**src/hdl/cid_defines.svh**
```systemverilog
// Opcode, cycle and address constants for the instruction decoder
`ifndef CID_DEFINES_SVH
`define CID_DEFINES_SVH
`define CID_OP_RJ_ALWAYS   8'h20
`define CID_OP_RJ_NEVER    8'h21
`define CID_OP_RJ_HIGHER   8'h22
`define CID_OP_RJ_LOWSAME  8'h23
`define CID_OP_RJ_CCLR     8'h24
`define CID_OP_RJ_CSET     8'h25
`define CID_OP_RJ_NONZERO  8'h26
`define CID_OP_RJ_ZERO     8'h27
`define CID_OP_RJ_HCLR     8'h28
`define CID_OP_RJ_HSET     8'h29
`define CID_OP_RJ_PLUS     8'h2A
`define CID_OP_RJ_MINUS    8'h2B
`define CID_OP_RJ_MCLR     8'h2C
`define CID_OP_RJ_MSET     8'h2D
`define CID_OP_RJ_ILOW     8'h2E
`define CID_OP_RJ_IHIGH    8'h2F
`define CID_OP_REL_CALL    8'hAD
`define CID_OP_PRODUCT     8'h42
`define CID_OP_CARRY_HIGH  8'h99
`define CID_OP_CARRY_LOW   8'h98
`define CID_OP_MASK_HIGH   8'h9B
`define CID_OP_MASK_LOW    8'h9A
`define CID_OP_ACC_TO_IDX  8'h97
`define CID_OP_IDX_TO_ACC  8'h9F
`define CID_OP_SP_INIT     8'h9C
`define CID_OP_IDLE        8'h9D
`define CID_OP_SOFT_TRAP   8'h83
`define CID_OP_CALL_RET    8'h81
`define CID_OP_TRAP_RET    8'h80
`define CID_OP_STOP        8'h8E
`define CID_OP_WAIT        8'h8F
`define CID_HI_BIT_JUMP    4'h0
`define CID_HI_BIT_FORCE   4'h1
`define CID_HI_RELATIVE    4'h2
`define CID_HI_RMW_DIR     4'h3
`define CID_HI_RMW_ACC     4'h4
`define CID_HI_RMW_IDX     4'h5
`define CID_HI_RMW_OFF8    4'h6
`define CID_HI_RMW_NOOFF   4'h7
`define CID_CYC_RMW_REG    4'd3
`define CID_CYC_RMW_DIR    4'd5
`define CID_CYC_RMW_NOOFF  4'd5
`define CID_CYC_RMW_OFF8   4'd6
`define CID_CYC_PRODUCT    4'd11
`define CID_CYC_REL        4'd3
`define CID_CYC_REL_CALL   4'd6
`define CID_CYC_BIT        4'd5
`define CID_CYC_CTRL       4'd2
`define CID_CYC_SOFT_TRAP  4'd10
`define CID_CYC_CALL_RET   4'd6
`define CID_CYC_TRAP_RET   4'd9
`define CID_LEN_ONE        2'd1
`define CID_LEN_TWO        2'd2
`define CID_LEN_THREE      2'd3
`define CID_ADDR_PORTD     8'h03
`define CID_ADDR_SPI_STAT  8'h0B
`define CID_ADDR_SCI_STAT  8'h10
`define CID_ADDR_TMR_STAT  8'h13
`define CID_ADDR_CAP_HI    8'h14
`define CID_ADDR_CAP_LO    8'h15
`define CID_ROM_PAGE_BASE  8'hD0
`endif

```
**src/hdl/cid_pkg.sv**
```systemverilog
// Types shared by the instruction decoder files
package cid_pkg;
  typedef enum logic [3:0] {
    cid_mode_inherent, cid_mode_immediate, cid_mode_direct, cid_mode_extended,
    cid_mode_relative, cid_mode_idx_nooff, cid_mode_idx_off8, cid_mode_idx_off16,
    cid_mode_bit_setclr, cid_mode_bit_test, cid_mode_illegal
  } cid_mode_type;
  typedef enum logic [3:0] {
    cid_fn_sign_flip_op, cid_fn_invert_op, cid_fn_shift_right_logical,
    cid_fn_rotate_right_carry, cid_fn_shift_right_signed, cid_fn_shift_left_logical,
    cid_fn_rotate_left_carry, cid_fn_subtract_one_op, cid_fn_add_one_op,
    cid_fn_test_op, cid_fn_zero_op, cid_fn_none
  } cid_func_type;
  typedef enum logic [4:0] {
    cid_cls_none, cid_cls_rmw, cid_cls_product, cid_cls_rel_jump, cid_cls_rel_call,
    cid_cls_test_jump_bit_high, cid_cls_test_jump_bit_low, cid_cls_bit_force_high,
    cid_cls_bit_force_low, cid_cls_carry_force_high, cid_cls_carry_force_low,
    cid_cls_mask_force_high, cid_cls_mask_force_low, cid_cls_acc_to_index,
    cid_cls_index_to_acc, cid_cls_stack_ptr_init, cid_cls_idle_op, cid_cls_soft_trap,
    cid_cls_call_return, cid_cls_trap_return, cid_cls_stop, cid_cls_wait
  } cid_class_type;
endpackage : cid_pkg

```
**src/hdl/cid_cond_eval.sv**
```systemverilog
// Branch condition test for relative jumps
`timescale 1ns/1ps
`include "cid_defines.svh"
module cid_cond_eval
  import cid_pkg::*;
(
  input  wire logic [3:0] cond_sel,
  input  wire logic       flag_carry,
  input  wire logic       flag_zero,
  input  wire logic       flag_half,
  input  wire logic       flag_neg,
  input  wire logic       flag_mask,
  input  wire logic       irq_line,
  output logic            taken
);
  always_comb
  begin
    unique case (cond_sel[3:1])
      3'h0: taken = 1'b1;
      3'h1: taken = ~(flag_carry | flag_zero);
      3'h2: taken = ~flag_carry;
      3'h3: taken = ~flag_zero;
      3'h4: taken = ~flag_half;
      3'h5: taken = ~flag_neg;
      3'h6: taken = ~flag_mask;
      3'h7: taken = ~irq_line;
    endcase
    // Odd codes invert the even test
    if (cond_sel[0])
    begin
      taken = ~taken;
    end
  end
endmodule : cid_cond_eval

```
**src/hdl/cid_decode.sv**
```systemverilog
// Instruction decoder with cycle sequencing and operand location
`timescale 1ns/1ps
`include "cid_defines.svh"
module cid_decode
  import cid_pkg::*;
#(
  parameter int ADDR_W = 16
)
(
  input  wire logic              clk,
  input  wire logic              rst,
  input  wire logic              op_valid,
  input  wire logic [7:0]        opcode,
  input  wire logic [7:0]        operand1,
  input  wire logic [7:0]        operand2,
  input  wire logic [7:0]        index_reg,
  input  wire logic [ADDR_W-1:0] pc,
  input  wire logic [7:0]        mem_byte,
  input  wire logic              flag_carry,
  input  wire logic              flag_zero,
  input  wire logic              flag_half,
  input  wire logic              flag_neg,
  input  wire logic              flag_mask,
  input  wire logic              irq_line,
  output logic                   busy,
  output logic                   done,
  output logic                   illegal,
  output logic [3:0]             cycles,
  output logic [1:0]             length,
  output cid_mode_type           mode,
  output cid_class_type          op_class,
  output cid_func_type           func,
  output logic [2:0]             bit_num,
  output logic [ADDR_W-1:0]      operand_location,
  output logic [ADDR_W-1:0]      next_pc,
  output logic                   jump_taken,
  output logic                   carry_load,
  output logic                   carry_value,
  output logic                   bit_refused
);
  logic [3:0]        hi;
  logic [3:0]        lo;
  logic [3:0]        next_cycles;
  logic [1:0]        next_length;
  cid_mode_type      next_mode;
  cid_class_type     next_class;
  cid_func_type      next_func;
  logic              cond_taken;
  logic              bit_val;
  logic [ADDR_W-1:0] next_loc;
  logic [ADDR_W-1:0] seq_pc;
  logic [ADDR_W-1:0] rel_target;
  logic              protected_loc;
  logic [3:0]        remain;
  logic              start;

  assign hi    = opcode[7:4];
  assign lo    = opcode[3:0];
  assign start = op_valid & ~busy;

  cid_cond_eval u_cond (
    .cond_sel   (lo),
    .flag_carry (flag_carry),
    .flag_zero  (flag_zero),
    .flag_half  (flag_half),
    .flag_neg   (flag_neg),
    .flag_mask  (flag_mask),
    .irq_line   (irq_line),
    .taken      (cond_taken)
  );

  // Class, mode, length and cycle count
  always_comb
  begin
    next_class  = cid_cls_none;
    next_mode   = cid_mode_illegal;
    next_func   = cid_fn_none;
    next_length = `CID_LEN_ONE;
    next_cycles = `CID_CYC_CTRL;
    if (opcode == `CID_OP_PRODUCT)
    begin
      next_class  = cid_cls_product;
      next_mode   = cid_mode_inherent;
      next_cycles = `CID_CYC_PRODUCT;
    end
    else if (hi >= `CID_HI_RMW_DIR && hi <= `CID_HI_RMW_NOOFF)
    begin
      unique case (lo)
        4'h0: next_func = cid_fn_sign_flip_op;
        4'h3: next_func = cid_fn_invert_op;
        4'h4: next_func = cid_fn_shift_right_logical;
        4'h6: next_func = cid_fn_rotate_right_carry;
        4'h7: next_func = cid_fn_shift_right_signed;
        4'h8: next_func = cid_fn_shift_left_logical;
        4'h9: next_func = cid_fn_rotate_left_carry;
        4'hA: next_func = cid_fn_subtract_one_op;
        4'hC: next_func = cid_fn_add_one_op;
        4'hD: next_func = cid_fn_test_op;
        4'hF: next_func = cid_fn_zero_op;
        default: next_func = cid_fn_none;
      endcase
      if (next_func != cid_fn_none)
      begin
        next_class = cid_cls_rmw;
        unique case (hi)
          `CID_HI_RMW_ACC, `CID_HI_RMW_IDX:
          begin
            next_mode   = cid_mode_inherent;
            next_cycles = `CID_CYC_RMW_REG;
          end
          `CID_HI_RMW_DIR:
          begin
            next_mode   = cid_mode_direct;
            next_length = `CID_LEN_TWO;
            next_cycles = `CID_CYC_RMW_DIR;
          end
          `CID_HI_RMW_NOOFF:
          begin
            next_mode   = cid_mode_idx_nooff;
            next_cycles = `CID_CYC_RMW_NOOFF;
          end
          default:
          begin
            next_mode   = cid_mode_idx_off8;
            next_length = `CID_LEN_TWO;
            next_cycles = `CID_CYC_RMW_OFF8;
          end
        endcase
        // Test only reads, so memory forms skip the write cycle
        if (next_func == cid_fn_test_op && next_mode != cid_mode_inherent)
          next_cycles = next_cycles - 4'd1;
      end
    end
    else if (hi == `CID_HI_RELATIVE || opcode == `CID_OP_REL_CALL)
    begin
      next_class  = (hi == `CID_HI_RELATIVE) ? cid_cls_rel_jump : cid_cls_rel_call;
      next_mode   = cid_mode_relative;
      next_length = `CID_LEN_TWO;
      next_cycles = (hi == `CID_HI_RELATIVE) ? `CID_CYC_REL : `CID_CYC_REL_CALL;
    end
    else if (hi == `CID_HI_BIT_JUMP)
    begin
      next_class  = lo[0] ? cid_cls_test_jump_bit_low : cid_cls_test_jump_bit_high;
      next_mode   = cid_mode_bit_test;
      next_length = `CID_LEN_THREE;
      next_cycles = `CID_CYC_BIT;
    end
    else if (hi == `CID_HI_BIT_FORCE)
    begin
      next_class  = lo[0] ? cid_cls_bit_force_low : cid_cls_bit_force_high;
      next_mode   = cid_mode_bit_setclr;
      next_length = `CID_LEN_TWO;
      next_cycles = `CID_CYC_BIT;
    end
    else
    begin
      next_mode = cid_mode_inherent;
      unique case (opcode)
        `CID_OP_CARRY_HIGH: next_class = cid_cls_carry_force_high;
        `CID_OP_CARRY_LOW:  next_class = cid_cls_carry_force_low;
        `CID_OP_MASK_HIGH:  next_class = cid_cls_mask_force_high;
        `CID_OP_MASK_LOW:   next_class = cid_cls_mask_force_low;
        `CID_OP_ACC_TO_IDX: next_class = cid_cls_acc_to_index;
        `CID_OP_IDX_TO_ACC: next_class = cid_cls_index_to_acc;
        `CID_OP_SP_INIT:    next_class = cid_cls_stack_ptr_init;
        `CID_OP_IDLE:       next_class = cid_cls_idle_op;
        `CID_OP_STOP:       next_class = cid_cls_stop;
        `CID_OP_WAIT:       next_class = cid_cls_wait;
        `CID_OP_SOFT_TRAP:
        begin
          next_class  = cid_cls_soft_trap;
          next_cycles = `CID_CYC_SOFT_TRAP;
        end
        `CID_OP_CALL_RET:
        begin
          next_class  = cid_cls_call_return;
          next_cycles = `CID_CYC_CALL_RET;
        end
        `CID_OP_TRAP_RET:
        begin
          next_class  = cid_cls_trap_return;
          next_cycles = `CID_CYC_TRAP_RET;
        end
        default: next_mode = cid_mode_illegal;
      endcase
    end
  end

  // Operand location; bit forms stay in page zero
  always_comb
  begin
    unique case (next_mode)
      cid_mode_direct, cid_mode_bit_setclr, cid_mode_bit_test:
        next_loc = {{(ADDR_W-8){1'b0}}, operand1};
      cid_mode_extended: next_loc = ADDR_W'({operand1, operand2});
      cid_mode_idx_nooff: next_loc = {{(ADDR_W-8){1'b0}}, index_reg};
      cid_mode_idx_off8: next_loc = ADDR_W'({8'h00, operand1} + {8'h00, index_reg});
      cid_mode_idx_off16: next_loc = ADDR_W'({operand1, operand2} + {8'h00, index_reg});
      cid_mode_immediate: next_loc = ADDR_W'(pc + ADDR_W'(1));
      default: next_loc = '0;
    endcase
  end

  assign bit_val       = mem_byte[opcode[3:1]];
  assign seq_pc        = ADDR_W'(pc + ADDR_W'(next_length));
  // Offset is signed, taken from the final operand byte
  assign rel_target    = ADDR_W'(seq_pc + {{(ADDR_W-8){
                         (next_mode == cid_mode_bit_test) ? operand2[7] : operand1[7]}},
                         (next_mode == cid_mode_bit_test) ? operand2 : operand1});
  // Read-sensitive registers and ROM cannot take a bit force
  assign protected_loc = (operand1 == `CID_ADDR_PORTD) | (operand1 == `CID_ADDR_SPI_STAT) |
                         (operand1 == `CID_ADDR_SCI_STAT) | (operand1 == `CID_ADDR_TMR_STAT) |
                         (operand1 == `CID_ADDR_CAP_HI) | (operand1 == `CID_ADDR_CAP_LO) |
                         (operand1 >= `CID_ROM_PAGE_BASE);

  // Cycle sequencer
  always_ff @(posedge clk or posedge rst)
  begin
    if (rst)
    begin
      remain <= 4'd0;
      busy   <= 1'b0;
      done   <= 1'b0;
    end
    else
    begin
      done <= 1'b0;
      if (start)
      begin
        remain <= next_cycles - 4'd1;
        busy   <= (next_cycles != 4'd1);
        done   <= (next_cycles == 4'd1);
      end
      else if (busy)
      begin
        remain <= remain - 4'd1;
        if (remain == 4'd1)
        begin
          busy <= 1'b0;
          done <= 1'b1;
        end
      end
    end
  end

  // Decoded results captured at instruction start
  always_ff @(posedge clk or posedge rst)
  begin
    if (rst)
    begin
      cycles           <= 4'd0;
      length           <= 2'd0;
      mode             <= cid_mode_inherent;
      op_class         <= cid_cls_none;
      func             <= cid_fn_none;
      bit_num          <= 3'd0;
      operand_location <= '0;
      illegal          <= 1'b0;
    end
    else if (start)
    begin
      cycles           <= next_cycles;
      length           <= next_length;
      mode             <= next_mode;
      op_class         <= next_class;
      func             <= next_func;
      bit_num          <= opcode[3:1];
      operand_location <= next_loc;
      illegal          <= (next_mode == cid_mode_illegal);
    end
  end

  // Flow and flag effects
  always_ff @(posedge clk or posedge rst)
  begin
    if (rst)
    begin
      next_pc <= '0;
      {jump_taken, carry_load, carry_value, bit_refused} <= 4'h0;
    end
    else if (start)
    begin
      next_pc <= seq_pc;
      {jump_taken, carry_load, carry_value, bit_refused} <= 4'h0;
      if ((next_class == cid_cls_rel_jump && cond_taken) || next_class == cid_cls_rel_call)
      begin
        next_pc    <= rel_target;
        jump_taken <= 1'b1;
      end
      else if (next_mode == cid_mode_bit_test)
      begin
        carry_load  <= 1'b1;
        carry_value <= bit_val;
        if (bit_val ^ opcode[0])
        begin
          next_pc    <= rel_target;
          jump_taken <= 1'b1;
        end
      end
      else if (next_mode == cid_mode_bit_setclr)
        bit_refused <= protected_loc;
    end
  end
endmodule : cid_decode

```
**config.mk**
```make
export PLATFORM = sky130hd
export DESIGN_NAME = cid_decode
export DESIGN_NICKNAME = d
export VERILOG_FILES = /design/src/hdl/cid_pkg.sv /design/src/hdl/cid_cond_eval.sv /design/src/hdl/cid_decode.sv
export VERILOG_INCLUDE_DIRS = /design/src /design/src/hdl
export SDC_FILE = /design/constraint.sdc
export NUM_CORES = 1
export LEC_CHECK = 0
export ABC_AREA = 1
export BUFFER_PORTS_ARGS = -buffer_cell sky130_fd_sc_hd__buf_4
export CAP_MARGIN = 20
export CORE_MARGIN = 2
export CORE_UTILIZATION = 29
export CTS_CLUSTER_DIAMETER = 200
export DETAILED_ROUTE_END_ITERATION = 10
export PLACE_DENSITY_LB_ADDON = 0.08
export SETUP_SLACK_MARGIN = 0.5
export SLEW_MARGIN = 20
export SYNTH_ARGS = -nofsm -noshare
export SYNTH_HDL_FRONTEND = slang
export SYNTH_SLANG_ARGS = --single-unit
```
**constraint.sdc**
```tcl
create_clock -name clk -period 2 [get_ports clk]
set_input_delay 0.2 -clock clk [delete_from_list [all_inputs] [get_ports clk]]
set_output_delay 0.2 -clock clk [all_outputs]
set_load 0.02 [all_outputs]
```
**Yosys cells after proc, flatten, opt, wreduce, memory -nomap -nowiden**

Memories as Yosys holds them, arrays and structs flattened.
Index checks and enable logic that the tools add are counted.

- Memory bits (read-only): 64
- Word-level logic and storage cells: 184
- Input port bits: 65
- Memories kept: 1
- Bits in registers: 65
- Output and inout port bits: 61

- $add $sub $neg: 8
- Equality and inequality tests: 50
- $lt $le $gt $ge: 4
- Bitwise logic cells: 18
- Reductions and logical operators: 14
- Mux-type cells: 73

Memories:

| name | depth | bits a word | rd ports | clocked after memory_dff | write ports | line | text |
|---|---|---|---|---|---|---|---|
| (name not given) | 16 | 4 | 1 | 0 | 0 | cid_decode.sv:88 | `unique case (lo)` |

Operator list:

| cell | number |
|---|---|
| 8-bit equality test (second input constant) | 14 |
| 4-bit 2-to-1 mux | 27 |
| 16-bit case mux with 6 select lines | 1 |
| 5-bit case mux with 13 select lines | 1 |
| 16-bit 2-to-1 mux | 3 |
| 8-bit by 5-bit equality test with 1-bit output (second input constant) | 4 |
| 5-bit 2-to-1 mux | 5 |
| 4-bit by 3-bit equality test with 1-bit output (second input constant) | 6 |
| 1-bit 2-to-1 mux | 20 |
| 16-bit by 1-bit adder with 16-bit output (second input constant) | 1 |
| 16-bit adder | 1 |
| 16-bit by 2-bit adder with 16-bit output | 1 |
| 16-bit by 8-bit adder with 16-bit output | 1 |
| 4-bit by 1-bit equality test with 1-bit output (second input constant) | 4 |
| 4-bit by 2-bit equality test with 1-bit output (second input constant) | 4 |
| 4-bit equality test (second input constant) | 4 |
| 2-bit 2-to-1 mux | 8 |
| 13-bit OR reduction | 1 |
| 3-bit equality test (second input constant) | 4 |
| 4-bit case mux with 3 select lines | 1 |
| 4-bit by 1-bit subtractor with 4-bit output (second input constant) | 3 |
| 8-bit by 8-bit adder with 9-bit output | 1 |
| 1-bit inverter | 9 |
| 3-bit case mux with 3 select lines | 1 |
| 29 further kinds | 42 |

**Depth between registers and ports, before layout**

- Depth in word-level cells: 17
- Depth in mapped cells: 31
- Depth with buffers taken out: 31

**By module**

A second synthesis with hierarchy kept.

- Cell total of the unflattened synthesis: 847
- Area total of the unflattened synthesis: 5,554.1 µm²

Modules (own cells, without submodules):

| module | sequential area each (µm²) | cells each | instances | area an instance (µm²) |
|---|---|---|---|---|
| cid_decode | 1,630.3 | 823 | 1 | 5,454.0 |
| cid_cond_eval | 0.0 | 24 | 1 | 100.1 |

**Worst setup path before layout**

Ideal clock, no wire load.

- Path type: input -> register
- Start point: in opcode[0]
- End point: reg next_pc[11]
- Data required time: 1,884 ps
- Stages on the path: 30
- Setup time: 116 ps
- Data arrival time: 3,669 ps
- Buffers on the path: 0
- Slack: -1,786 ps
- Cell sequence: inv_1 ha_1 nor2_1 a21oi_1 o21ai_1 nor2_2 nand2_2 inv_1 o21ai_0 o31ai_1 ha_1 inv_1 fa_1 nor2_2 xor2_1 ha_1 a21oi_1 o21ai_0 nor2_1 inv_1 nand4_1 nand2_1 nand2_1 nand2_1 nand2_1 nand2_1 nand2_1 nand3_1 nand2_1 nand2_1

- Elaborated cells between the ends (all ways): 55
- Those cells by class: add/sub: 2; eq/ne: 19; mux: 28; bitwise: 1; reduce/logical: 4; memory: 1

RTL lines:

| element | line | text |
|---|---|---|
| start, declared | cid_decode.sv:13 | `input wire logic [7:0] opcode,` |
| memory read 16 x 4 bit | n/a |  |
| 4-bit 2-to-1 mux | cid_decode.sv:86 | `` else if (hi >= `CID_HI_RMW_DIR && hi <= `CID_HI_RMW_NOOFF) `` |
| 4-bit 2-to-1 mux | cid_decode.sv:80 | `` if (opcode == `CID_OP_PRODUCT) `` |
| 4-bit inequality test | cid_decode.sv:102 | `if (next_func != cid_fn_none)` |
| 2-bit 2-to-1 mux | cid_decode.sv:102 |  |
| 2-bit 2-to-1 mux | cid_decode.sv:86 |  |
| 2-bit 2-to-1 mux * | cid_decode.sv:80 |  |
| net next_length[0] | cid_decode.sv:44 | `logic [1:0] next_length;` |
| 16-bit by 2-bit adder with 16-bit output * | cid_decode.sv:205 | `assign seq_pc = ADDR_W'(pc + ADDR_W'(next_length));` |
| 16-bit adder | cid_decode.sv:207 | `assign rel_target = ADDR_W'(seq_pc + {{(ADDR_W-8){` |
| 16-bit 2-to-1 mux | cid_decode.sv:294 | `if (bit_val ^ opcode[0])` |
| 16-bit 2-to-1 mux | cid_decode.sv:290 | `else if (next_mode == cid_mode_bit_test)` |
| 16-bit 2-to-1 mux * | cid_decode.sv:285 | `if ((next_class == cid_cls_rel_jump && cond_taken) \|\| next_class == cid_cls_rel_call)` |
| end signal, assigned | cid_decode.sv:283 | `next_pc <= seq_pc;` |
| end signal, assigned | cid_decode.sv:287 | `next_pc <= rel_target;` |
| end signal, assigned | cid_decode.sv:296 | `next_pc <= rel_target;` |
| end, declared | cid_decode.sv:35 | `output logic [ADDR_W-1:0] next_pc,` |

Mark *: on every way through the listed nets, which the timed path passes. The rest lies on a longest branch. The select of a mux whose other input is x is not followed.
A chain may end at the register's enable or synchronous reset.

**Worst setup path in the final report**

- Start point: in opcode[0]
- End point: reg next_pc[15]

The elaborated chain is that of the path after synthesis.

==> results.cfg <==
[cts]
cts-buffers-inserted = 9
ctsHtreeMaxLevel = 3
clk-insertion-delay-late_ns = 0.35
cts_tree = done
clock-sinks = 65
clk_transition_reported_paths_ns = 0.06
cts_root_buf = clkbuf_16
clockBufferDepth = 2

[place]
portBuffers = 125
place.gp.congestion = 0.885
post-dp-hpwl_mm = 15.6

[timing]
fmax_mhz = 282
fin_ws_ns = -1.55
setup_tns_ns = -22.63
rsz0062_at_grt = yes
worst_slew_pin_slew_ns = 0.824
hold_viol = 0
setup_viol = 22
clock-skew-final_ns = 0.00975
fin_hold_ws_ns = 0.161
final.min_clock_period_ns = 3.55
max_slew_margin_pct = 44.5
final_max_slew_viol_count = 0
period_share_pct = 178

[final_layout]
n_fill_cell = 1788
diodes = 0
syn_to_final_growth_pct = 82.1
drive_gt1_share_pct = 48.4
final_core_util_pct = 53.3
nets = 1304

[synthesis]
syn_nets = 930
synth_ff_type = dfrtp_1
synth_area_leaders = dfrtp_1 29%, nand2_1 18%, ha_1 8.1%
synthArstFlopShare_pct = 100
avgSynthCellArea_sq_um = 6.58
synth_area_sq_mm = 0.00544
ys_seq_elements = 65
yosys.area.top_type_share_pct = 28.5
yosysWarnings = 0
synth_seq_area_share_pct = 30.0
synth.distinct_cells = 45
synth_top_area_cell = dfrtp_1
synthCells = 827
synth-edff-count = 0

[setup_path]
cp.required_ns = 2.24
cp-start-kind = input port
crit_family = simple AND/OR/NAND/NOR gates
worstPathArrival_ns = 3.79
max_stage_delay_ns = 0.36
worst_path_max_delay_cell = fa_2
cp_num_buf_inv = 8
r2r_setup_slack_ns = 0.63
end_kind = flip-flop
path_max_fanout = 3
critPathKind = input port to flip-flop

[die]
die_h_um = 141
die_x_um = 141
dieArea_sq_mm = 0.0199
ioPinCount = 126
initial_core_util_pct = 29.3
row_count = 50
core-area_sq_mm = 0.0186

[power]
intPower_w = 0.00501
clockPowerShare_pct = 23.1
leakage_nw = 5.15
pwr-share-comb_pct = 51.1
p_switching_w = 0.00320
seqPwrFrac_pct = 25.7
power_density_mw_per_mm2 = 829
vdd_ir_drop_max_mv = 0.504
swShare_pct = 39.0

[routing]
ant_nets = 0
wire_per_inst_um = 14.2
firstDrtPassIters = 4
route.vias.total = 6597
drcViolationCount = 0
routed_wl_mm = 20.5
first_iter_violations = 233
viasPerCell = 4.58

[global_route]
grt_pass1_wl_mm = 32.3
antenna_found_initial = 0
grt.total_usage_pct = 20.4
grt_pass1_vias = 6455
grt_max_degree = 49
overflow = 0

[status]
failed_checks = negative setup slack
status = finished with violations

[job]
maxCapViolCount = 0

[worst_hold_path]
hold_path.class = input port to flip-flop
==> stage by stage <==
| stage | cells | cell area (sq um) | total power [W] | worst slack [ns] |
|---|---|---|---|---|
| CTS | 1421 | 9260 | 0.00796 | -1.55 |
| detailed placement | 1359 | 8160 | 0.00570 | -2.13 |
| global placement | 1359 | 8160 | 0.00568 | -2.06 |
| global route | 1440 | 9910 | 0.00874 | -1.77 |
| finish | 1440 | 9910 | 0.00822 | -1.55 |
| floorplan | 827 | 5520 | 0.00401 | -1.62 |
==> power groups by stage <==
stage | clock (W) | sequential [W] | combinational, W
2_1_floorplan | 0 | 0.00264 | 0.00137
3_3_place_gp | 0 | 0.00214 | 0.00354
3_5_place_dp | 0 | 0.00214 | 0.00356
4_1_cts | 0.00194 | 0.00212 | 0.00390
5_1_grt | 0.00199 | 0.00217 | 0.00457
6_report | 0.00190 | 0.00211 | 0.00420
==> sequential cells by signal, summed over array words and instances (netlist names) <==
signal and flops:
bit_num 3, bit_refused 1, busy 1, carry_load 1, carry_value 1, cycles 4, done 1, func 4
illegal 1, jump_taken 1, length 2, mode 4, next_pc 16, op_class 5, operand_location 16, remain 4
==> what timing repair did <==
| action | in CTS | in global routing |
|---|---|---|
| pin swaps | 41 | 56 |
| endpoints found under the setup margin | 51 | 54 |
| hold endpoints to repair | 15 | 0 |
| hold buffers | 1 | 0 |
| resized for setup | 97 | 122 |
| buffers inserted | 45 | 19 |
==> area by class of cell <==
| class | count | area, sq um | area share, % |
|---|---|---|---|
| flip-flops and latches | 65 | 1630 | 16.5 |
| repair buffers | 379 | 3090 | 31.2 |
| clock buffers | 9 | 225 | 2.27 |
| multi-input cells | 633 | 4110 | 41.4 |
| inverters | 113 | 439 | 4.43 |
| well taps | 234 | 293 | 2.96 |
| clock inverters | 7 | 124 | 1.25 |
==> placed cells by master, fill, tap and decap left out, drive strengths merged, types with 7 or more instances in the layout <==
master and count:
ha 35, nand4 13, nand2 275, o211ai 8
nor3 7, nand3 65, xnor2 8, inv 114
xor2 14, buf 378, a21oi 28, o21ai 51
dfrtp 62, a31oi 7, clkbuf 9, nor2 90
==> worst reg2reg max path: stages (launching register included) <==
cell     delay [ns]
dfrtp_1        0.46
nor2_4         0.21
buf_12         0.29
nand2_1        0.13
o21ai_0        0.19
==> cell usage after synthesis (2+ instances only) <==
cell         n
a211oi_1     3
a22oi_1      2
inv_2       12
clkbuf_1    11
o211ai_1     8
nor2_4       2
o21ai_0     39
o2111ai_1    3
xnor2_1      8
a21o_1       3
ha_1        35
nand2_2     11
nor2_1      81
nor3_1       7
dfrtp_1     62
o31ai_1      2
nor2_2       7
fa_1         3
inv_1       99
nand3_2      6
a31oi_1      7
dfstp_2      3
nand2_1    264
nand4_1     13
o22ai_1      3
o21ai_1     12
xor2_1      14
a21oi_1     27
nand3b_1     3
nand3_1     59
buf_2        4
==> cells by family (layout without fill, tap and decap cells) <==
kind of cell	Yosys count	after routing	synth area share (%)
flops	65	65	30.0
xor+xnor	22	22	3.54
buf+inv	129	508	9.11
fa+ha+maj	38	38	9.16
simple gates	457	457	35.8
compound gates	116	116	12.4
==> worst paths after layout <==
check | from | endpoint | cells past startpoint
hold / removal | op_valid | remain[0]$_DFFE_PP0P_ | 4
setup reg to reg | busy$_DFF_PP0_ | carry_value$_DFFE_PP0P_ | 4
min in group asynchronous | rst | op_class[3]$_DFFE_PP0P_ | 3
setup / recovery | opcode[0] | next_pc[15]$_DFFE_PP0P_ | 30
hold reg to reg | next_pc[10]$_DFFE_PP0P_ | next_pc[10]$_DFFE_PP0P_ | 2
max in group asynchronous | rst | next_pc[14]$_DFFE_PP0P_ | 4
==> metal layers <==
layer | GRT usage [%] | routed length [um] | share of wire [%] | up-vias
li1 | - | - | - | 3423
met1 | 27.0 | 9420 | 46 | 3025
met2 | 34.5 | 9890 | 48 | 119
met3 | 2.45 | 677 | 3.3 | 30
met4 | 7.53 | 461 | 2.3 | 0
met5 | 0 | 0 | 0 | -
No activity file was read; power rests on OpenSTA's default activity.
